File: config.mk
export PLATFORM = sky130hd
export DESIGN_NAME = blfs_sequencer
export DESIGN_NICKNAME = d
export VERILOG_FILES = /design/src/blfs_timer.sv /design/src/blfs_sequencer.sv
export SDC_FILE = /design/constraint.sdc
export NUM_CORES = 1
export LEC_CHECK = 0
export BUFFER_PORTS_ARGS = -buffer_cell sky130_fd_sc_hd__buf_2
export CORE_ASPECT_RATIO = 0.7
export CORE_MARGIN = 10
export CORE_UTILIZATION = 55
export CTS_CLUSTER_DIAMETER = 60
export CTS_CLUSTER_SIZE = 28
export DETAILED_ROUTE_END_ITERATION = 8
export PLACE_DENSITY = 0.81
export SYNTH_ARGS = -nofsm -noshare
export SYNTH_HDL_FRONTEND = slang
export SYNTH_SLANG_ARGS = --single-unit
File: constraint.sdc
create_clock -name ref_clk_in -period 3.41 [get_ports ref_clk_in]
set_clock_uncertainty 0.2 [all_clocks]
set_input_delay 0.1705 -clock ref_clk_in [delete_from_list [all_inputs] [get_ports ref_clk_in]]
set_output_delay 0.1705 -clock ref_clk_in [all_outputs]
set_load 0.01 [all_outputs]
File: src/blfs_timer.sv
// Shared constants and types of the backlight sequencer, plus the persistence qualifier.
// Assumes a single 40 MHz clock and an active-low asynchronous reset.
`timescale 1ns/1ps
`default_nettype none

package blfs_pkg;
    // Channel count and clock rate
    localparam int unsigned CH       = 4;
    localparam int unsigned CLK_HZ   = 40_000_000;
    localparam int unsigned CYC_PER_MS = CLK_HZ / 1000;

    // Dwell and qualification times in ms
    localparam int unsigned SOFT_MS  = 25;
    localparam int unsigned BOOST_MS = 50;
    localparam int unsigned RECOV_MS = 100;
    localparam int unsigned DISCH_MS = 400;
    localparam int unsigned SHORT_MS = 5;
    localparam int unsigned BUS_MS   = 500;

    // Derived cycle counts
    localparam int unsigned SOFT_CYC  = SOFT_MS * CYC_PER_MS;
    localparam int unsigned BOOST_CYC = BOOST_MS * CYC_PER_MS;
    localparam int unsigned RECOV_CYC = RECOV_MS * CYC_PER_MS;
    localparam int unsigned DISCH_CYC = DISCH_MS * CYC_PER_MS;
    localparam int unsigned SHORT_CYC = SHORT_MS * CYC_PER_MS;
    localparam int unsigned BUS_CYC   = BUS_MS * CYC_PER_MS;

    // Forced sink current under a current-set fault
    localparam logic [11:0] SINK_FORCED = 12'h3FF;
    localparam logic [11:0] SINK_RESET  = 12'h000;
    localparam logic [3:0]  STR_RESET   = 4'h0;

    typedef enum logic [3:0] {
        ST_INIT     = 4'h0,
        ST_STANDBY  = 4'h1,
        ST_PL_SOFT  = 4'h2,
        ST_BOOST    = 4'h3,
        ST_NORMAL   = 4'h4,
        ST_RECOVERY = 4'h5,
        ST_LATCH    = 4'h6,
        ST_SHUTDOWN = 4'h7,
        ST_OFF      = 4'h8
    } blfs_state_type;

    typedef struct packed {
        logic current_set_fault_flag;
        logic overtemp_flag;
        logic open_string_flag;
        logic string_short_flag;
        logic ground_short_flag;
        logic invalid_string_flag;
        logic bus_error_flag;
    } blfs_status_type;

    typedef struct packed {
        logic [CH-1:0] headroom_low;
        logic [CH-1:0] above_short;
        logic [CH-1:0] below_headroom;
        logic [CH-1:0] below_gnd;
    } blfs_sense_type;
endpackage

// Raises hit_out once cond_in has held for LIMIT cycles; drops with cond_in
module blfs_qual #(
    parameter int unsigned LIMIT = 16
) (
    input  wire logic ref_clk_in,
    input  wire logic rstn_in,
    input  wire logic cond_in,
    output var  logic hit_out
);
    logic [31:0] cnt_reg;

    always_ff @(posedge ref_clk_in or negedge rstn_in) begin
        if (!rstn_in) begin
            cnt_reg <= 32'h0000_0000;
        end else if (!cond_in) begin
            cnt_reg <= 32'h0000_0000;
        end else if (cnt_reg < 32'(LIMIT)) begin
            cnt_reg <= cnt_reg + 32'h0000_0001;
        end
    end

    assign hit_out = cond_in && (cnt_reg >= 32'(LIMIT - 1));
endmodule

`default_nettype wire
File: src/blfs_sequencer.sv
// Functional state machine and fault manager of the backlight driver.
// Assumes analog comparators and enable arrive as async pins; config inputs share the clock.
`timescale 1ns/1ps
`default_nettype none

module blfs_sequencer import blfs_pkg::*; #(
    parameter int unsigned SOFT_CYCLES  = SOFT_CYC,
    parameter int unsigned BOOST_CYCLES = BOOST_CYC,
    parameter int unsigned RECOV_CYCLES = RECOV_CYC,
    parameter int unsigned DISCH_CYCLES = DISCH_CYC,
    parameter int unsigned SHORT_CYCLES = SHORT_CYC,
    parameter int unsigned BUS_CYCLES   = BUS_CYC
) (
    input  wire logic            ref_clk_in,
    input  wire logic            rstn_in,
    input  wire logic            enable_in,
    input  wire logic            current_set_low_in,
    input  wire logic            overtemp_in,
    input  wire logic            boost_at_max_in,
    input  wire logic            bus_busy_in,
    input  wire blfs_sense_type  sense_in,
    input  wire logic            init_done_in,
    input  wire logic [CH-1:0]   string_used_in,
    input  wire logic [15:0]     brightness_in,
    input  wire logic [11:0]     sink_current_cfg_in,
    input  wire blfs_status_type status_clear_in,
    output var  blfs_state_type  state_out,
    output var  logic            regulator_en_out,
    output var  logic            trim_load_out,
    output var  logic            config_write_en_out,
    output var  logic            pl_switch_en_out,
    output var  logic            boost_en_out,
    output var  logic            boost_ramp_out,
    output var  logic            discharge_out,
    output var  logic            supply_det_en_out,
    output var  logic            boost_det_en_out,
    output var  logic            led_det_en_out,
    output var  logic            test_current_out,
    output var  logic [CH-1:0]   led_en_out,
    output var  logic [CH-1:0]   string_disabled_out,
    output var  logic [11:0]     sink_current_field_out,
    output var  logic            sink_current_force_out,
    output var  logic            bus_reset_out,
    output var  blfs_status_type status_out,
    output var  logic            int_out
);
    localparam int unsigned SW = 5 + 4 * CH;

    // Pin synchronisers: change accepted when second and third stages agree
    logic [SW-1:0] pin_raw;
    logic [SW-1:0] s1_reg;
    logic [SW-1:0] s2_reg;
    logic [SW-1:0] s3_reg;
    logic [SW-1:0] pin_reg;
    logic [SW-1:0] agree;

    assign pin_raw = {enable_in, current_set_low_in, overtemp_in, boost_at_max_in,
                      bus_busy_in, sense_in};
    assign agree   = ~(s2_reg ^ s3_reg);

    always_ff @(posedge ref_clk_in or negedge rstn_in) begin
        if (!rstn_in) begin
            s1_reg  <= '0;
            s2_reg  <= '0;
            s3_reg  <= '0;
            pin_reg <= '0;
        end else begin
            s1_reg  <= pin_raw;
            s2_reg  <= s1_reg;
            s3_reg  <= s2_reg;
            pin_reg <= (pin_reg & ~agree) | (s3_reg & agree);
        end
    end

    logic           en_f;
    logic           cs_f;
    logic           ot_f;
    logic           bmax_f;
    logic           busy_f;
    blfs_sense_type sns;

    assign en_f   = pin_reg[SW-1];
    assign cs_f   = pin_reg[SW-2];
    assign ot_f   = pin_reg[SW-3];
    assign bmax_f = pin_reg[SW-4];
    assign busy_f = pin_reg[SW-5];
    assign sns    = blfs_sense_type'(pin_reg[4*CH-1:0]);

    blfs_state_type state_reg;
    blfs_state_type state_next;
    logic [31:0]    dwell_cnt_reg;
    logic [31:0]    dwell_lim;
    logic           dwell_done;
    logic [CH-1:0]  disabled_reg;
    logic [CH-1:0]  disabled_next;
    logic [CH-1:0]  open_hit;
    logic [CH-1:0]  short_hit;
    logic           brt_nz;
    logic           gnd_soft_hit;
    logic           gnd_run_hit;
    logic           invalid_hit;
    logic           all_dis;
    logic           bus_hit;
    logic           bus_hit_q_reg;
    logic           running;

    assign brt_nz  = |brightness_in;
    assign running = (state_reg == ST_BOOST) || (state_reg == ST_NORMAL);

    // Dwell limit per state
    always_comb begin
        case (state_reg)
            ST_PL_SOFT:  dwell_lim = 32'(SOFT_CYCLES);
            ST_BOOST:    dwell_lim = 32'(BOOST_CYCLES);
            ST_RECOVERY: dwell_lim = 32'(RECOV_CYCLES);
            ST_SHUTDOWN: dwell_lim = 32'(DISCH_CYCLES);
            default:     dwell_lim = 32'h0000_0001;
        endcase
    end
    assign dwell_done = dwell_cnt_reg >= (dwell_lim - 32'h0000_0001);

    always_ff @(posedge ref_clk_in or negedge rstn_in) begin
        if (!rstn_in) begin
            dwell_cnt_reg <= 32'h0000_0000;
        end else if (state_next != state_reg) begin
            dwell_cnt_reg <= 32'h0000_0000;
        end else if (!dwell_done) begin
            dwell_cnt_reg <= dwell_cnt_reg + 32'h0000_0001;
        end
    end

    // String fault detection
    assign open_hit = (state_reg == ST_NORMAL) ?
                      (sns.headroom_low & {CH{bmax_f}} & led_en_out) : '0;

    genvar gi;
    generate
        for (gi = 0; gi < CH; gi++) begin : g_short
            blfs_qual #(.LIMIT(SHORT_CYCLES)) u_short_qual (
                .ref_clk_in (ref_clk_in),
                .rstn_in    (rstn_in),
                .cond_in    ((state_reg == ST_NORMAL) && led_en_out[gi] &&
                             sns.above_short[gi] &&
                             (|(led_en_out & ~sns.above_short))),
                .hit_out    (short_hit[gi])
            );
        end
    endgenerate

    assign disabled_next = disabled_reg | open_hit | short_hit;
    assign all_dis       = (|string_used_in) &&
                           ((string_used_in & ~disabled_reg) == '0);
    assign gnd_soft_hit  = (state_reg == ST_PL_SOFT) && dwell_done &&
                           (|(string_used_in & sns.below_headroom));
    assign gnd_run_hit   = running &&
                           (|(string_used_in & ~led_en_out & sns.below_gnd));
    assign invalid_hit   = (state_reg == ST_PL_SOFT) && dwell_done &&
                           (|(~string_used_in & ~sns.below_gnd));

    blfs_qual #(.LIMIT(BUS_CYCLES)) u_bus_qual (
        .ref_clk_in (ref_clk_in),
        .rstn_in    (rstn_in),
        .cond_in    (busy_f),
        .hit_out    (bus_hit)
    );

    // Next state
    always_comb begin
        state_next = state_reg;
        if (!en_f && (state_reg != ST_INIT) && (state_reg != ST_SHUTDOWN) &&
            (state_reg != ST_OFF)) begin
            state_next = ST_SHUTDOWN;
        end else begin
            case (state_reg)
                ST_INIT: begin
                    if (init_done_in) begin
                        state_next = en_f ? ST_STANDBY : ST_OFF;
                    end
                end
                ST_STANDBY: begin
                    if (!ot_f) begin
                        state_next = ST_PL_SOFT;
                    end
                end
                ST_PL_SOFT: begin
                    if (ot_f) begin
                        state_next = ST_STANDBY;
                    end else if (gnd_soft_hit) begin
                        state_next = ST_RECOVERY;
                    end else if (dwell_done) begin
                        state_next = ST_BOOST;
                    end
                end
                ST_BOOST, ST_NORMAL: begin
                    if (ot_f) begin
                        state_next = ST_STANDBY;
                    end else if (gnd_run_hit) begin
                        state_next = ST_RECOVERY;
                    end else if (all_dis) begin
                        state_next = ST_LATCH;
                    end else if ((state_reg == ST_BOOST) && dwell_done) begin
                        state_next = ST_NORMAL;
                    end
                end
                ST_RECOVERY: begin
                    if (dwell_done && brt_nz) begin
                        state_next = ST_STANDBY;
                    end
                end
                ST_LATCH: begin
                    state_next = ST_LATCH;
                end
                ST_SHUTDOWN: begin
                    if (dwell_done) begin
                        state_next = ST_OFF;
                    end
                end
                ST_OFF: begin
                    if (en_f) begin
                        state_next = ST_INIT;
                    end
                end
                default: begin
                    state_next = ST_INIT;
                end
            endcase
        end
    end

    always_ff @(posedge ref_clk_in or negedge rstn_in) begin
        if (!rstn_in) begin
            state_reg <= ST_INIT;
        end else begin
            state_reg <= state_next;
        end
    end
    assign state_out = state_reg;

    // Disabled strings survive until reset only
    always_ff @(posedge ref_clk_in or negedge rstn_in) begin
        if (!rstn_in) begin
            disabled_reg <= STR_RESET;
        end else begin
            disabled_reg <= disabled_next;
        end
    end
    assign string_disabled_out = disabled_reg;

    // Power path and detection enables, registered from next state
    always_ff @(posedge ref_clk_in or negedge rstn_in) begin
        if (!rstn_in) begin
            regulator_en_out    <= 1'b0;
            trim_load_out       <= 1'b0;
            config_write_en_out <= 1'b0;
            pl_switch_en_out    <= 1'b0;
            boost_en_out        <= 1'b0;
            boost_ramp_out      <= 1'b0;
            discharge_out       <= 1'b0;
            supply_det_en_out   <= 1'b0;
            boost_det_en_out    <= 1'b0;
            led_det_en_out      <= 1'b0;
            test_current_out    <= 1'b0;
            led_en_out          <= '0;
        end else begin
            regulator_en_out    <= (state_next != ST_OFF);
            trim_load_out       <= (state_next == ST_INIT);
            config_write_en_out <= (state_next != ST_INIT) && (state_next != ST_SHUTDOWN) &&
                                   (state_next != ST_OFF);
            pl_switch_en_out    <= (state_next == ST_PL_SOFT) || (state_next == ST_BOOST) ||
                                   (state_next == ST_NORMAL);
            boost_en_out        <= (state_next == ST_BOOST) || (state_next == ST_NORMAL);
            boost_ramp_out      <= (state_next == ST_BOOST);
            discharge_out       <= (state_next == ST_SHUTDOWN);
            supply_det_en_out   <= (state_next == ST_PL_SOFT) || (state_next == ST_BOOST) ||
                                   (state_next == ST_NORMAL);
            boost_det_en_out    <= (state_next == ST_BOOST) || (state_next == ST_NORMAL);
            led_det_en_out      <= (state_next == ST_NORMAL);
            test_current_out    <= (state_next == ST_PL_SOFT) || (state_next == ST_BOOST) ||
                                   (state_next == ST_NORMAL);
            led_en_out          <= ((state_next == ST_NORMAL) && brt_nz) ?
                                   (string_used_in & ~disabled_next) : '0;
        end
    end

    // Current field override
    always_ff @(posedge ref_clk_in or negedge rstn_in) begin
        if (!rstn_in) begin
            sink_current_field_out <= SINK_RESET;
            sink_current_force_out <= 1'b0;
        end else begin
            sink_current_field_out <= cs_f ? SINK_FORCED : sink_current_cfg_in;
            sink_current_force_out <= cs_f;
        end
    end

    // Bus timeout pulse resets serial logic
    always_ff @(posedge ref_clk_in or negedge rstn_in) begin
        if (!rstn_in) begin
            bus_hit_q_reg <= 1'b0;
            bus_reset_out <= 1'b0;
        end else begin
            bus_hit_q_reg <= bus_hit;
            bus_reset_out <= bus_hit && !bus_hit_q_reg;
        end
    end

    // Sticky status; a set in the clearing cycle wins
    blfs_status_type status_set;
    blfs_status_type status_next;

    always_comb begin
        status_set                        = '0;
        status_set.current_set_fault_flag = cs_f;
        status_set.overtemp_flag          = ot_f;
        status_set.open_string_flag       = |open_hit;
        status_set.string_short_flag      = |short_hit;
        status_set.ground_short_flag      = gnd_soft_hit || gnd_run_hit;
        status_set.invalid_string_flag    = invalid_hit;
        status_set.bus_error_flag         = bus_hit && !bus_hit_q_reg;
        status_next = (status_out & ~status_clear_in) | status_set;
    end

    always_ff @(posedge ref_clk_in or negedge rstn_in) begin
        if (!rstn_in) begin
            status_out <= '0;
            int_out    <= 1'b0;
        end else begin
            status_out <= status_next;
            int_out    <= |status_next;
        end
    end
endmodule

`default_nettype wire

==> metrics.txt <==
status=finished, violations left; failing checks=setup timing; number of nets in the layout=roughly 1,700; nature of the critical path startpoint=register; final core utilization=between 70% and 80%; CP Capture Type=register; Via-to-Cell Ratio=between 6 and 7; Initial Utilization=56.4%; CP Data Required Time=roughly 3.6 ns; violation count after the first detailed-routing iteration=roughly 1,500; sequential-to-total area share from yosys stat=between 50% and 60%; largest net degree at the start of global routing=86; max reg flops=~130; clk buf depth=3; Yosys cell types=77; VDD IR max=about 360 uV; Worst EP arrival=about 4.5 ns; First-pass DRT Iterations=6; IO Count=108; Hold Path Class=in -> async; PortBufs=between 100 and 150; Post-Synth XOR/XNOR Area=about 6.8%; Synth Flop Type=dfrtp_1; area leader, netlist=dfrtp_1; Chip Height=156 um; Synth top cells by count=dfrtp_1 (319), nor2_1 (184), nand2_1 (85); Die Wd=215 um; Post-Syn Instances=1,363; post-synthesis area per instance=roughly 11 um^2; fin crit share=124%; final total power=~7000 uW; Netlist Area Pre-Place=about 0.015 mm^2; Post-Synth Adder-Cell Area=roughly 4.7%; CTS tree=done; grt ovf=0; row count=49; Routed WL per cell=~21 um; Synth top area share=a little over half; total number of vias=between 10,000 and 15,000; share of layout cells above drive strength 1=around a quarter; Worst-Skew Late Latency=around 0.55 ns; crit-path max FO=8; Pleak=just under 0.008 uW; max-cap viol count=0; Ys Warns=0; Worst Slack Setup Final=-0.834 ns; placed instance area=about 0.016 mm^2; DRC viols=0; Fillers=roughly 1,700; RSZ-0062 raised after global routing=true; Final setup viols=51; post-route cell area=around 0.018 mm^2; Critical path buffers and inverters=4; worst path cell trace=buf_4, and4b_4, inv_4, ha_4, a21oi_1, o21ai_1, a221o_1, a211oi_2, o21a_1, mux2i_4, xnor2_4, buf_6, buf_16, nor4_4; Worst Path Class, Setup=reg -> reg; DRT Wirelength=between 40,000 and 50,000 um; area growth from synthesis to layout=25.6%; simple-gate share of the synthesized area=22.3%; Max Clock Freq=approximately 0.24 GHz; Worst Max-Slew Pin Slew=about 0.71 ns; Crit-path slowest cell=dfrtp_1; first-pass GRT wire length=roughly 64,000 um; DP HPWL=24,300 um; Yosys reg bits=around 320; initial antenna violation count=0; Die ar.=around 0.034 mm^2; PD cells=roughly 380 mW/mm^2; vias in the first global route=~12,000; Largest stage delay, worst path=around 0.43 ns; Final min period=4.24 ns; Synth area leaders=dfrtp_1 (55%), nor2_1 (4.7%), xnor2_1 (3.7%); Pins Over Slew Limit=0; H-tree Lvls=1; final hold violation count=0; multiplexer area fraction after synthesis=less than 1%; clock-pin slew on the worst setup and hold paths=between 0.1 and 0.15 ns; core region area=around 0.026 mm^2; main combinational cell family by area after synthesis=simple AND/OR/NAND/NOR gates; DRT antenna net count=0; CP top delay family=compound AO/OA/AOI/OAI gates; Root Driver=clkbuf_16; GRT Util Overall=23.0%; CTS buffer count=19; clk sinks=roughly 320; Compound-Gate Fraction of Synth Area=roughly 7.6%; count leader, synth=dfrtp_1; Post-synth ARST share=100%; number of flops mapped to enable cells by yosys=0; multi-input logic area=between 0.006 and 0.007 mm^2; relative max-transition margin=between 50% and 60%; Reg area=0.00799 mm^2; RePlAce Congestion=around 0.95
## layout make-up
class | instances | share of cell area, %
flip-flops and latches | 319 | 43.6
multi-input cells | 946 | 37.8
repair buffers | 257 | 10.9
clock buffers | 20 | 2.67
well taps | 357 | 2.44
inverters | 64 | 1.40
clock inverters | 12 | 1.11
diodes | 1 | 0.0137
## cells by family (layout without fill, tap and decap cells)
family                   after synthesis  after routing
multiplexers                           6              6
AND/OR/NAND/NOR                      598            598
adder cells (fa/ha/maj)               59             59
flip-flops                           319            319
other                                  1             10
AO/OA/AOI/OAI                        158            161
XOR/XNOR                             113            113
buffers and inverters                109            353
## cells in the final DEF, fill, tap and decap left out, types with 15 or more instances in the layout
master           n
nor2_1         176
buf_2          107
and2_1          39
buf_4           76
buf_6           17
ha_1            30
nor4_1          32
dlygate4sd3_1   46
a21oi_1         40
inv_1           57
xor2_1          51
dfrtp_1        317
nand4_1         43
nor3_1          34
nand3_1         44
maj3_1          21
clkbuf_16       19
nand2_1         83
nor4_4          30
o21ai_0         15
and3_1          17
xnor2_1         55
## per-layer routing
layer,share of wire (%),wire [um],vias to the layer above,global-route usage (%)
li1,-,-,5251,-
met1,41,16900,5848,31.0
met5,0,0,-,0
met4,4.7,1930,0,9.05
met2,44,18200,652,35.6
met3,9.5,3870,183,5.24
## stage by stage
stage	setup slack, ns	std cells	hold WS (ns)	setup TNS [ns]
floorplan	-0.0702	1371	-0.325	-2.21
global placement	-0.143	1863	0.0283	-4.68
detailed placement	-0.300	1863	0.0346	-10.02
CTS	-0.175	1966	0.0543	-5.28
global route	-0.776	1975	0.0699	-27.96
finish	-0.834	1976	0.0282	-29.59
## power breakdown
part           total (uW)  switching, uW  internal (uW)
clock                2740           1450           1290
sequential           3930           66.3           3860
combinational         289            165            124
## final timing paths
kind	start	end	slack, ns	depth (start not counted)
setup / recovery	state_out[3]	dwell_cnt_reg[18]	-0.83	14
hold / removal	rstn_in	g_short[1].u_short_qual.cnt_reg[8]	0.03	2
setup reg to reg	state_out[3]	dwell_cnt_reg[18]	-0.83	14
hold reg to reg	s1_reg[12]	s2_reg[12]	0.16	0
max in group asynchronous	rstn_in	g_short[3].u_short_qual.cnt_reg[22]	2.05	3
min in group ref_clk_in	sense_in[7]	s1_reg[7]	0.07	2
## repair_timing
action / 4_1_cts / 5_1_grt
pin swaps: 24 / 35
setup endpoints to repair: 45 / 50
cloned: 8 / 0
hold buffers: 46 / 0
endpoints found under the hold margin: 200 / 0
buffers inserted: 18 / 10
gates resized for setup: 85 / 52
Note: power is estimated with default switching activity, not from simulation.
